File: config.mk
export PLATFORM = sky130hd
export DESIGN_NAME = interrupt_enable_priority_wake
export DESIGN_NICKNAME = d
export VERILOG_FILES = /design/src/irq_pkg.sv /design/src/vec_route_if.sv /design/src/interrupt_enable_priority_wake.sv /design/src/pin_edge_detect.sv /design/src/vector_resolve.sv
export SDC_FILE = /design/constraint.sdc
export NUM_CORES = 1
export LEC_CHECK = 0
export BUFFER_PORTS_ARGS = -buffer_cell sky130_fd_sc_hd__buf_4
export CELL_PAD_IN_SITES_DETAIL_PLACEMENT = 0
export CELL_PAD_IN_SITES_GLOBAL_PLACEMENT = 2
export CORE_UTILIZATION = 41
export DETAILED_ROUTE_END_ITERATION = 10
export PLACE_DENSITY = 0.88
export SLEW_MARGIN = 0
export SYNTH_ARGS = -nofsm -noshare
export SYNTH_HDL_FRONTEND = slang
export SYNTH_SLANG_ARGS = --single-unit
export TNS_END_PERCENT = 30
File: constraint.sdc
create_clock -name clk_i -period 5.37 [get_ports clk_i]
set_input_delay 0 -clock clk_i [delete_from_list [all_inputs] [get_ports clk_i]]
set_output_delay 0 -clock clk_i [all_outputs]
set_load 0.02 [all_outputs]
File: src/irq_pkg.sv
package irq_pkg;

   localparam int NUM_EXT    = 3;
   localparam int ADDR_W     = 12;
   localparam int DATA_W     = 8;
   localparam int VEC_ADDR_W = 21;
   localparam int VEC_NUM_W  = 4;
   localparam int VEC_SHIFT  = 1;

   localparam logic [ADDR_W-1:0] GLOBAL_CONTROL_ADDR = 12'h4d6;
   localparam logic [ADDR_W-1:0] VECTOR_CONTROL_ADDR = 12'h4d8;
   localparam logic [ADDR_W-1:0] VTB_LOW_ADDR        = 12'h4d9;
   localparam logic [ADDR_W-1:0] VTB_HIGH_ADDR       = 12'h4da;
   localparam logic [ADDR_W-1:0] VTB_UPPER_ADDR      = 12'h4db;
   localparam logic [ADDR_W-1:0] IRQ_STATUS_ADDR     = 12'h4dc;
   localparam logic [ADDR_W-1:0] VECTOR_NUM_ADDR     = 12'h4dd;
   localparam logic [ADDR_W-1:0] EXT_FLAG_ADDR       = 12'h4a0;
   localparam logic [ADDR_W-1:0] EXT_ENABLE_ADDR     = 12'h4a1;
   localparam logic [ADDR_W-1:0] EXT_PRIO_ADDR       = 12'h4a2;
   localparam logic [ADDR_W-1:0] SRC_FLAG_ADDR       = 12'h4a3;
   localparam logic [ADDR_W-1:0] SRC_ENABLE_ADDR     = 12'h4a4;
   localparam logic [ADDR_W-1:0] SRC_PRIO_ADDR       = 12'h4a5;

   typedef struct packed {
      logic                global_high_enable;
      logic                global_low_enable;
      logic                priority_levels_enable;
      logic [1:0]          unused;
      logic [NUM_EXT-1:0]  ext_irq_edge_select;
   } gctrl_t;

   typedef struct packed {
      logic [4:0] unused;
      logic       wake;
      logic       low;
      logic       high;
   } status_t;

   localparam logic [DATA_W-1:0]     GCTRL_RESET     = 8'h07;
   localparam logic [VEC_ADDR_W-1:0] VTB_RESET       = 21'h000008;
   localparam logic [VEC_ADDR_W-1:0] LEGACY_HIGH_VEC = 21'h000008;
   localparam logic [VEC_ADDR_W-1:0] LEGACY_LOW_VEC  = 21'h000018;

endpackage

File: src/vec_route_if.sv
`timescale 1ns/1ns
interface vec_route_if #(parameter int TOT = 11);
   import irq_pkg::*;
   logic [TOT-1:0]        high_req;
   logic [TOT-1:0]        low_req;
   logic                  vec_en;
   logic                  prio_en;
   logic [VEC_ADDR_W-1:0] base;
   logic                  is_high;
   logic [VEC_NUM_W-1:0]  num;
   logic [VEC_ADDR_W-1:0] addr;
   modport ctrl (output high_req, low_req, vec_en, prio_en, base,
                 input is_high, num, addr);
   modport resolver (input high_req, low_req, vec_en, prio_en, base,
                     output is_high, num, addr);
endinterface

File: src/interrupt_enable_priority_wake.sv
`timescale 1ns/1ns

// Overview of operation
// - Priority bits reset to high priority.
// - Vector table base resets to 0x000008.
// - Edge select picks rising or falling edge.
// - Selected pin edge sets its flag.
// - Disabled external input raises no request.
// - Enabled external event wakes Idle or Sleep.
// - Vector taken after wake only if enabled.
// - External priority from its own priority bit.
// - Wake request ignores the global enables.
// - Wake request holds with no running clock; raising it needs clk_i.
// - Vectoring off bypasses the table order.
// - Both modes off branch to 0008h.
// - Global control layout and reset values.
// - Priority off: global enable gates all.
// - Priority on: high enable gates everything.
// - Low enable passes low-priority requests.
// - Low enable cleared blocks low only.
// - Low enable reads zero without priority.
// - Priority off treats all as high.
module interrupt_enable_priority_wake #(
   parameter int NSRC = 8
) (
   input  wire logic                            clk_i,
   input  wire logic                            rst_b_i,
   input  wire logic [irq_pkg::ADDR_W-1:0]      reg_addr_i,
   input  wire logic [irq_pkg::DATA_W-1:0]      reg_wdata_i,
   input  wire logic                            reg_wr_i,
   input  wire logic                            reg_rd_i,
   output logic      [irq_pkg::DATA_W-1:0]      reg_rdata_o,
   input  wire logic [irq_pkg::NUM_EXT-1:0]     ext_irq_pin_i,
   input  wire logic [NSRC-1:0]                 src_event_i,
   output logic                                 irq_high_o,
   output logic                                 irq_low_o,
   output logic                                 wake_req_o,
   output logic      [irq_pkg::VEC_NUM_W-1:0]   vector_num_o,
   output logic      [irq_pkg::VEC_ADDR_W-1:0]  vector_addr_o
);
   import irq_pkg::*;

   localparam int TOT = NSRC + NUM_EXT;

   gctrl_t                gctrl_ff;
   logic                  vec_en_ff;
   logic [VEC_ADDR_W-1:0] vtb_ff;
   logic [TOT-1:0]        flag_ff;
   logic [TOT-1:0]        enable_ff;
   logic [TOT-1:0]        prio_ff;
   logic [DATA_W-1:0]     rdata_ff;
   logic                  irq_high_ff;
   logic                  irq_low_ff;
   logic [VEC_NUM_W-1:0]  vec_num_ff;
   logic [VEC_ADDR_W-1:0] vec_addr_ff;
   logic [NUM_EXT-1:0]    ext_hit;

   vec_route_if #(.TOT(TOT)) route ();

   // External pins: synchronise and detect the chosen edge.

   pin_edge_detect #(.WIDTH(NUM_EXT)) u_edge (
      .clk_i      (clk_i),
      .rst_b_i    (rst_b_i),
      .pin_i      (ext_irq_pin_i),
      .rise_sel_i (gctrl_ff.ext_irq_edge_select),
      .hit_o      (ext_hit)
   );

   vector_resolve u_resolve (
      .rt (route.resolver)
   );

   // Register decode.

   wire wr_gctrl   = reg_wr_i && (reg_addr_i == GLOBAL_CONTROL_ADDR);
   wire wr_vctrl   = reg_wr_i && (reg_addr_i == VECTOR_CONTROL_ADDR);
   wire wr_vtb_l   = reg_wr_i && (reg_addr_i == VTB_LOW_ADDR);
   wire wr_vtb_h   = reg_wr_i && (reg_addr_i == VTB_HIGH_ADDR);
   wire wr_vtb_u   = reg_wr_i && (reg_addr_i == VTB_UPPER_ADDR);
   wire wr_ext_flg = reg_wr_i && (reg_addr_i == EXT_FLAG_ADDR);
   wire wr_ext_en  = reg_wr_i && (reg_addr_i == EXT_ENABLE_ADDR);
   wire wr_ext_pr  = reg_wr_i && (reg_addr_i == EXT_PRIO_ADDR);
   wire wr_src_flg = reg_wr_i && (reg_addr_i == SRC_FLAG_ADDR);
   wire wr_src_en  = reg_wr_i && (reg_addr_i == SRC_ENABLE_ADDR);
   wire wr_src_pr  = reg_wr_i && (reg_addr_i == SRC_PRIO_ADDR);

   wire [TOT-1:0] wdata_spread = {reg_wdata_i[NSRC-1:0], reg_wdata_i[NUM_EXT-1:0]};
   wire [TOT-1:0] flag_wmask   = {{NSRC{wr_src_flg}}, {NUM_EXT{wr_ext_flg}}};
   wire [TOT-1:0] enable_wmask = {{NSRC{wr_src_en}}, {NUM_EXT{wr_ext_en}}};
   wire [TOT-1:0] prio_wmask   = {{NSRC{wr_src_pr}}, {NUM_EXT{wr_ext_pr}}};

   // Flags: hardware events win over a software write in the same cycle.

   wire [TOT-1:0] set_evt  = {src_event_i, ext_hit};
   wire [TOT-1:0] nxt_flag = (flag_ff & ~flag_wmask)
                           | (wdata_spread & flag_wmask)
                           | set_evt;
   wire [TOT-1:0] nxt_enable = (enable_ff & ~enable_wmask)
                             | (wdata_spread & enable_wmask);
   wire [TOT-1:0] nxt_prio   = (prio_ff & ~prio_wmask)
                             | (wdata_spread & prio_wmask);

   wire [DATA_W-1:0] wdata_gctrl = reg_wdata_i & ~DATA_W'({2'b11, NUM_EXT'(0)});
   wire [VEC_ADDR_W-1:0] nxt_vtb = {
      wr_vtb_u ? reg_wdata_i[VEC_ADDR_W-2*DATA_W-1:0]
               : vtb_ff[VEC_ADDR_W-1:2*DATA_W],
      wr_vtb_h ? reg_wdata_i : vtb_ff[2*DATA_W-1:DATA_W],
      wr_vtb_l ? reg_wdata_i : vtb_ff[DATA_W-1:0]
   };

   // Request qualification.

   wire           ple       = gctrl_ff.priority_levels_enable;
   wire           ghe       = gctrl_ff.global_high_enable;
   wire           gle       = gctrl_ff.global_low_enable;
   wire [TOT-1:0] pend      = flag_ff & enable_ff;
   wire [TOT-1:0] as_high   = prio_ff | {TOT{~ple}};
   wire [TOT-1:0] high_req  = pend & as_high;
   wire [TOT-1:0] low_req   = pend & ~as_high;
   wire           nxt_high  = ghe && (|high_req);
   wire           nxt_low   = ghe && gle && ple && (|low_req);

   assign route.high_req = high_req;
   assign route.low_req  = low_req;
   assign route.vec_en   = vec_en_ff;
   assign route.prio_en  = ple;
   assign route.base     = vtb_ff;

   // Wake request: pure gates from stored state, so it holds with clocks stopped.

   assign wake_req_o = |pend;

   // Read selection.

   gctrl_t  gctrl_rd;
   status_t status_rd;

   always_comb begin
      gctrl_rd = gctrl_ff;
      gctrl_rd.global_low_enable = gle && ple;
      gctrl_rd.unused = '0;
      status_rd = '0;
      status_rd.high = irq_high_ff;
      status_rd.low  = irq_low_ff;
      status_rd.wake = wake_req_o;
   end

   wire [DATA_W-1:0] rd_value =
      (reg_addr_i == GLOBAL_CONTROL_ADDR) ? gctrl_rd :
      (reg_addr_i == VECTOR_CONTROL_ADDR) ? DATA_W'(vec_en_ff) :
      (reg_addr_i == VTB_LOW_ADDR)        ? vtb_ff[DATA_W-1:0] :
      (reg_addr_i == VTB_HIGH_ADDR)       ? vtb_ff[2*DATA_W-1:DATA_W] :
      (reg_addr_i == VTB_UPPER_ADDR)      ? DATA_W'(vtb_ff[VEC_ADDR_W-1:2*DATA_W]) :
      (reg_addr_i == IRQ_STATUS_ADDR)     ? status_rd :
      (reg_addr_i == VECTOR_NUM_ADDR)     ? DATA_W'(vec_num_ff) :
      (reg_addr_i == EXT_FLAG_ADDR)       ? DATA_W'(flag_ff[NUM_EXT-1:0]) :
      (reg_addr_i == EXT_ENABLE_ADDR)     ? DATA_W'(enable_ff[NUM_EXT-1:0]) :
      (reg_addr_i == EXT_PRIO_ADDR)       ? DATA_W'(prio_ff[NUM_EXT-1:0]) :
      (reg_addr_i == SRC_FLAG_ADDR)       ? DATA_W'(flag_ff[TOT-1:NUM_EXT]) :
      (reg_addr_i == SRC_ENABLE_ADDR)     ? DATA_W'(enable_ff[TOT-1:NUM_EXT]) :
      (reg_addr_i == SRC_PRIO_ADDR)       ? DATA_W'(prio_ff[TOT-1:NUM_EXT]) :
      '0;

   // Registers.

   always_ff @(posedge clk_i or negedge rst_b_i) begin
      if (!rst_b_i) begin
         gctrl_ff  <= GCTRL_RESET;
         vec_en_ff <= 1'b0;
         vtb_ff    <= VTB_RESET;
         flag_ff   <= '0;
         enable_ff <= '0;
         prio_ff   <= '1;
      end else begin
         if (wr_gctrl) begin
            gctrl_ff <= wdata_gctrl;
         end
         if (wr_vctrl) begin
            vec_en_ff <= reg_wdata_i[0];
         end
         vtb_ff    <= nxt_vtb;
         flag_ff   <= nxt_flag;
         enable_ff <= nxt_enable;
         prio_ff   <= nxt_prio;
      end
   end

   // Requests and vector to the core; the vector only follows live requests.

   always_ff @(posedge clk_i or negedge rst_b_i) begin
      if (!rst_b_i) begin
         irq_high_ff <= 1'b0;
         irq_low_ff  <= 1'b0;
         vec_num_ff  <= '0;
         vec_addr_ff <= LEGACY_HIGH_VEC;
         rdata_ff    <= '0;
      end else begin
         irq_high_ff <= nxt_high;
         irq_low_ff  <= nxt_low;
         if (nxt_high || nxt_low) begin
            vec_num_ff  <= route.num;
            vec_addr_ff <= route.addr;
         end
         rdata_ff <= reg_rd_i ? rd_value : '0;
      end
   end

   assign irq_high_o    = irq_high_ff;
   assign irq_low_o     = irq_low_ff;
   assign vector_num_o  = vec_num_ff;
   assign vector_addr_o = vec_addr_ff;
   assign reg_rdata_o   = rdata_ff;
endmodule

File: src/pin_edge_detect.sv
`timescale 1ns/1ns
module pin_edge_detect #(
   parameter int WIDTH = 3
) (
   input  wire logic             clk_i,
   input  wire logic             rst_b_i,
   input  wire logic [WIDTH-1:0] pin_i,
   input  wire logic [WIDTH-1:0] rise_sel_i,
   output logic      [WIDTH-1:0] hit_o
);
   // The first valid sample after reset only primes the old level.
   for (genvar g = 0; g < WIDTH; g++) begin : g_pin
      logic s1_ff, s2_ff, s3_ff, prev_ff, primed_ff;
      wire  stable = (s2_ff == s3_ff);
      wire  change = stable && primed_ff && (s2_ff != prev_ff);
      assign hit_o[g] = change && (s2_ff == rise_sel_i[g]);
      always_ff @(posedge clk_i or negedge rst_b_i) begin
         if (!rst_b_i) begin
            s1_ff     <= 1'b0;
            s2_ff     <= 1'b0;
            s3_ff     <= 1'b0;
            prev_ff   <= 1'b0;
            primed_ff <= 1'b0;
         end else begin
            s1_ff <= pin_i[g];
            s2_ff <= s1_ff;
            s3_ff <= s2_ff;
            if (stable) begin
               prev_ff   <= s2_ff;
               primed_ff <= 1'b1;
            end
         end
      end
   end
endmodule

File: src/vector_resolve.sv
`timescale 1ns/1ns
module vector_resolve (
   vec_route_if.resolver rt
);
   import irq_pkg::*;
   localparam int TOT = $bits(rt.high_req);

   wire            any_high = |rt.high_req;
   wire  [TOT-1:0] pick     = any_high ? rt.high_req : rt.low_req;
   logic [VEC_NUM_W-1:0] num;

   // Lowest source index wins within the chosen level.
   always_comb begin
      num = '0;
      for (int i = TOT - 1; i >= 0; i--) begin
         if (pick[i]) begin
            num = VEC_NUM_W'(i);
         end
      end
   end

   wire [VEC_ADDR_W-1:0] entry  = VEC_ADDR_W'(num) << VEC_SHIFT;
   wire [VEC_ADDR_W-1:0] legacy = rt.is_high ? LEGACY_HIGH_VEC : LEGACY_LOW_VEC;

   assign rt.is_high = any_high || !rt.prio_en;
   assign rt.num     = num;
   // Without vectoring the table is bypassed and its order is irrelevant.
   assign rt.addr    = rt.vec_en ? rt.base + entry : legacy;
endmodule

==> impl_metrics.yaml, run 1 <==
run_status:
  status: "finished, final reports clean"
flow_run:
  max_cap_viol_count: 0
power:
  combPwrFrac_pct: 6.2
  switching_share_pct: 23.2
  p_int_mw: 1.26
  ir_worst_vdd_uv: 190
  fin_total_pwr_mw: 1.65
  p_sw_mw: 0.382
  powerDensity_nw_per_um2: 230
  clkPwrFrac_pct: 42.1
  pwr-share-seq_pct: 51.7
  p_leak_nw: 3.28
floorplanning:
  start_util_pct: 42.3
  die-height_um: 122
  die_w_um: 122
  io_pins: 71
  fp-row-count: 43
  core_sq_um: 14000
  die-area_sq_um: 14900
final_layout:
  final_nets: 708
  drive_gt1_share_pct: 26.0
  seq_area_sq_um: 2800
  multi_input_area_sq_um: 2980
  layout.cells.most_common: "dfrtp_1"
  fin_cells: 853
  layout_common_cells: "dfrtp_1, nand2_1, buf_4"
  diodes: 0
  utilization_pct: 51.2
  area_delta_synth_final_pct: 20.8
  fill_cells: 1330
timing:
  drv_slew: 0
  clock_skew_ns: 0.00985
  layout_setup_ws_ns: 1.09
  period_share_pct: 79.7
  fmax_mhz: 234
  slew_headroom_pct: 32.3
  finalSetupTns_ns: 0
  tightest_slew_ns: 1.02
  setup_violations: 0
  final_hold_viol_count: 0
  rsz0062_at_grt: "no"
  period_minus_slack_ns: 4.28
grt:
  use_met2_pct: 40.9
  antenna_found_initial: 0
  gr-usage-met1_pct: 33.5
  use_met3_pct: 3.98
  gr-max-usage-layer: "met2"
  grt_pass1_vias: 4759
  grt_max_degree: 82
  grt.total_usage_pct: 24.8
  grt_overflow: 0
  grt_pass1_wl_um: 27300
setup_path:
  critPathCaptureType: "flop"
  cp_data_arrival_time_ns: 4.51
  crit_type: "reg -> reg"
  cp_cell_sequence: "nor2b_1 > o22ai_2 > a2111oi_4 > a21bo_4 > nor2_2 > or3b_1 > a21o_1 > a21oi_1 > ha_1 > a21o_1 > a21oi_1 > nor2b_1 > o21a_1 > and3_1 > nand3_1 > xor2_1 > o21ai_0"
  worstPathRequired_ns: 5.60
  crit_family: "compound AO/OA/AOI/OAI gates"
  timing.critical_path.from_type: "flop"
  worstPathMaxFanout: 20
  crit_path_max_incr_delay_ns: 0.75
  path_buf_inv: 0
  crit_slowest_cell: "dfrtp_1"
placed_design:
  dp_hpwl_um: 12900
  finalWeightedCongestion: 0.848
  place_inst: 810
  place_ws_ns: 1.15
  io_buffers: 70
yosys:
  ys_warn_count: 0
  async_reset_ff_share_pct: 100
  ys_seq_area_share_pct: 47.2
  ys_ff_latch: 111
  syn_area_sq_um: 5920
  ys.flop_type: "dfrtp_1"
  syn_nets: 621
  synth_edf_count: 0
  synthCells: 581
  synthDistinctLibCells: 70
  avgSynthCellArea_sq_um: 10.2
clock_network:
  clk_pin_slew_ns: 0.08
  cts_tree: "yes"
  clkLatencyLatePin_ns: 0.36
  cts_inserted_buffers: 9
  cts_root_buf: "clkbuf_16"
  cts_num_sinks: 111
  clk_path_buf_depth: 2
  htreeDepth: 3
  post_cts_buffers: 0
route:
  drtIter0Drc: 381
  first_pass_iters: 5
  ant_nets: 0
  drt-vias-per-instance: 5.59
  via_count: 4767
  drc_errors: 0
  wl_per_cell_um: 20.1
  drt_wl_total_um: 17200
min_path:
  holdCritPathClass: "in -> reg"
==> kinds of logic after synthesis <==
family	synth area share, %
multiplexers	12.7
adder cells (fa/ha/maj)	1.69
buffers and inverters	2.49
XOR/XNOR	3.11
AND/OR/NAND/NOR	20.0
flip-flops	47.2
AO/OA/AOI/OAI	12.8
==> layer usage <==
layer,vias up,share of wire [%]
li1,2264,-
met1,2353,45
met2,129,49
met3,21,4.3
met4,0,1.8
met5,-,0
==> power by group through the flow <==
stage,Clock [mW],Combinational (mW),Sequential [mW]
CTS,0.706,0.104,0.852
finish,0.693,0.103,0.852
detailed placement,0,0.0929,0.868
global placement,0,0.0915,0.867
global route,0.735,0.113,0.853
floorplan,0,0.0379,0.865
==> timing repair <==
item                                   CTS  global route
endpoints found under the hold margin   70             0
gates resized for setup                  0             0
hold buffers                            27             0
==> through the flow <==
| stage | hold WS, ns | instance area [sq um] |
|---|---|---|
| after floorplan | -0.296 | 5920 |
| after global placement | -0.0510 | 6580 |
| after CTS | 0.0121 | 7160 |
| after detailed placement | -0.0429 | 6580 |
| after global routing | 0.0290 | 7160 |
| final | 0.0108 | 7160 |
==> final timing paths <==
path,startpoint,to,slack [ns],depth (start not counted)
min,reg_wdata_i[2],route.base[2],0.01,2
max in group asynchronous,rst_b_i,async pin,3.91,3
min in group asynchronous,rst_b_i,vector_addr_o[13],0.11,2
max,ple,vector_addr_o[10],1.09,17
max reg2reg,ple,vector_addr_o[10],1.09,17
min reg2reg,u_edge.g_pin[2].s1_ff,u_edge.g_pin[2].s2_ff,0.35,0
==> layout make-up <==
| class | instances | share of cell area (%) |
|---|---|---|
| Inverter | 8 | 0.420 |
| Tap cell | 180 | 3.15 |
| Timing Repair Buffer | 100 | 11.4 |
| Clock buffer | 10 | 3.34 |
| Clock inverter | 6 | 0.962 |
| Multi-Input combinational cell | 438 | 41.6 |
| Sequential cell | 111 | 39.1 |
==> Yosys cell counts, types with 6 or more instances <==
library cell | n | area [sq um]
xor2_1 | 12 | 105
and3_1 | 7 | 43.8
dfstp_2 | 16 | 420
and2_1 | 6 | 37.5
mux2_2 | 55 | 619
nand2b_1 | 6 | 37.5
o22ai_1 | 9 | 56.3
buf_2 | 9 | 45.0
dfrtp_1 | 95 | 2380
nand3b_1 | 13 | 97.6
nand3_1 | 29 | 145
nor4b_1 | 6 | 52.6
a31oi_1 | 7 | 43.8
o21ai_0 | 28 | 140
inv_1 | 8 | 30.0
mux2i_1 | 11 | 110
xnor2_1 | 9 | 78.8
clkbuf_1 | 7 | 26.3
nand2_1 | 92 | 345
nor2_1 | 30 | 113
nor2b_1 | 10 | 62.6
a21oi_1 | 22 | 110
Note: power is estimated with default switching activity, not from simulation.
==> run 2, diff against run 1 <==
--- a/config.mk
+++ b/config.mk
@@ -8,9 +8,9 @@
 export BUFFER_PORTS_ARGS = -buffer_cell sky130_fd_sc_hd__buf_4
 export CELL_PAD_IN_SITES_DETAIL_PLACEMENT = 0
 export CELL_PAD_IN_SITES_GLOBAL_PLACEMENT = 2
-export CORE_UTILIZATION = 41
+export CORE_UTILIZATION = 34
 export DETAILED_ROUTE_END_ITERATION = 10
-export PLACE_DENSITY = 0.88
+export PLACE_DENSITY = 0.78
 export SLEW_MARGIN = 0
 export SYNTH_ARGS = -nofsm -noshare
 export SYNTH_HDL_FRONTEND = slang
==> constraint.sdc (replaced) <==
create_clock -name clk_i -period 3.61 [get_ports clk_i]
set_input_delay 0 -clock clk_i [delete_from_list [all_inputs] [get_ports clk_i]]
set_output_delay 0 -clock clk_i [all_outputs]
set_load 0.02 [all_outputs]
==> impl_metrics.yaml, run 2 (synthesis results as in run 1) <==
timing:
  fmax_mhz: 271
  drv_slew: 0
  clock_skew_ns: 0.00689
  rsz0062_at_grt: "yes"
  final_hold_viol_count: 0
  period_share_pct: 102
  layout_setup_ws_ns: -0.0854
  period_minus_slack_ns: 3.70
  setup_violations: 5
  whs_ns: 0.0118
  slew_headroom_pct: 36.1
  tightest_slew_ns: 0.954
route:
  via_count: 5036
  wl_met3_um: 573
  first_pass_iters: 7
  met1_length_um: 8700
  drc_errors: 0
  ant_nets: 0
  dr_wl_met2_um: 8940
  drt_wl_total_um: 18600
  drtIter0Drc: 287
  top_layer_used: "met4"
  drt-vias-per-instance: 5.17
  wl_per_cell_um: 19.1
final_layout:
  diodes: 0
  layout.cells.most_common: "buf_4"
  utilization_pct: 47.1
  drive_gt1_share_pct: 37.0
  final_nets: 789
  fill_cells: 1627
  layout_common_cells: "buf_4, dfrtp_1, nand2_1"
  area_delta_synth_final_pct: 33.7
run_status:
  status: "finished, violations left"
  violations: "setup timing"
setup_path:
  cp_cell_sequence: "buf_6 > a22oi_4 > nor2_4 > a2111oi_4 > buf_4 > a21bo_4 > nor2_2 > or3b_1 > a21o_1 > a21oi_2 > ha_1 > a21o_1 > a21oi_2 > nor2b_2 > o21a_1 > and3_4 > nand3_1 > xor2_1 > o21ai_0"
  crit_type: "reg -> reg"
  timing.critical_path.from_type: "flop"
  path_depth: 19
  crit_family: "compound AO/OA/AOI/OAI gates"
  path_buf_inv: 2
  reg2regPathDepth: 19
  worstPathMaxFanout: 4
  critPathCaptureType: "flop"
  worstPathRequired_ns: 3.85
  cp_data_arrival_time_ns: 3.93
  crit_path_max_incr_delay_ns: 0.43
  crit_slowest_cell: "dfrtp_1"
clock_network:
  cts_root_buf: "clkbuf_16"
  clk_path_buf_depth: 2
  htreeDepth: 3
  clk_pin_slew_ns: 0.08
  cts_tree: "yes"
  clkLatencyLatePin_ns: 0.36
  cts_inserted_buffers: 9
  cts_num_sinks: 111
power:
  clkPwrFrac_pct: 40.4
  p_int_mw: 1.81
  p_leak_nw: 3.66
  powerDensity_nw_per_um2: 303
  switching_share_pct: 24.7
  combPwrFrac_pct: 6.9
  pwr-share-seq_pct: 52.7
  ir_worst_vdd_uv: 245
  p_sw_mw: 0.593
flow_run:
  max_cap_viol_count: 0
placed_design:
  dp_hpwl_um: 14200
  finalWeightedCongestion: 0.892
  io_buffers: 70
  place_ws_ns: -0.291
floorplanning:
  die-area_sq_um: 17900
  fp-row-count: 47
  core_sq_um: 16800
  die_w_um: 134
  start_util_pct: 35.2
  die-height_um: 134
  io_pins: 71
min_path:
  holdCritPathClass: "in -> reg"
  whs_path_depth: 3
grt:
  grt_overflow: 0
  grt_pass1_vias: 5135
  grt.total_usage_pct: 21.7
  antenna_found_initial: 0
  grt_pass1_wl_um: 29000
  grt_max_degree: 54
## run 2: cell count changes in the layout (fill, tap and decap cells not counted), moves of 2 or more
cell	before	now
a21oi_1	22	17
a21oi_2	0	5
buf_4	73	151
buf_6	0	3
nand3_1	29	24
nand3_2	1	5
nor2_1	30	27
nor2_2	2	4
o2111ai_1	2	0
o2111ai_2	0	2
o21ai_0	28	23
o21ai_1	3	7
## run 2: final timing paths
kind                                        from                    end  slack [ns]
setup / recovery                      flag_ff[0]      vector_addr_o[16]       -0.09
hold / removal                    reg_wdata_i[2]             flag_ff[2]        0.01
hold reg to reg            u_edge.g_pin[0].s1_ff  u_edge.g_pin[0].s2_ff        0.35
max in group asynchronous                rst_b_i              async pin        2.48
setup reg to reg                      flag_ff[0]      vector_addr_o[16]       -0.09
min in group asynchronous                rst_b_i      vector_addr_o[13]        0.23
## run 2: timing repair
action,CTS,global route
setup buffers,5,2
pin swaps,13,8
endpoints found under the setup margin,16,15
endpoints found under the hold margin,89,0
cloned,0,0
hold buffers,27,0
gates resized for setup,30,5
## run 2: power by group through the flow
stage	logic, mW	registers [mW]	clock network (mW)
6_report	0.166	1.27	0.969
5_1_grt	0.181	1.27	1.05
4_1_cts	0.168	1.27	0.995
3_5_place_dp	0.149	1.29	0
3_3_place_gp	0.148	1.29	0
2_1_floorplan	0.0563	1.29	0
## run 2: area by class of cell
class                      count  area (sq um)  area share (%)
timing repair buffer         181          1440            18.2
clock inverter                 6          57.6           0.727
multi-input combinational    438          3090            39.0
sequential                   111          2800            35.4
tap                          220           275            3.48
inverter                       8          30.0           0.379
clock buffer                  10           229            2.89
## run 2: layer usage
metal | GRT usage [%] | vias to the layer above
met1 | 29.1 | 2474
met2 | 36.1 | 117
li1 | - | 2426
met4 | 7.77 | 0
met3 | 2.34 | 19
met5 | 0 | -
## run 2: worst reg2reg max path, stage by stage (launching register included)
cell       delay, ns
dfrtp_1         0.43
buf_6           0.14
a22oi_4         0.19
nor2_4          0.06
a2111oi_4       0.34
buf_4           0.20
a21bo_4         0.14
nor2_2          0.04
or3b_1          0.35
a21o_1          0.19
a21oi_2         0.16
ha_1            0.25
a21o_1          0.17
a21oi_2         0.16
nor2b_2         0.07
o21a_1          0.18
and3_4          0.20
nand3_1         0.09
xor2_1          0.13
o21ai_0         0.08
## run 2: per-stage QoR
step | total power [mW] | setup TNS (ns) | std cells | instance area (sq um)
after floorplan | 1.34 | 0 | 581 | 5920
after global placement | 1.44 | -3.03 | 924 | 7180
after detailed placement | 1.44 | -3.46 | 924 | 7180
after CTS | 2.43 | -0.163 | 972 | 7880
after global routing | 2.50 | -2.31 | 974 | 7920
final | 2.40 | -0.290 | 974 | 7920
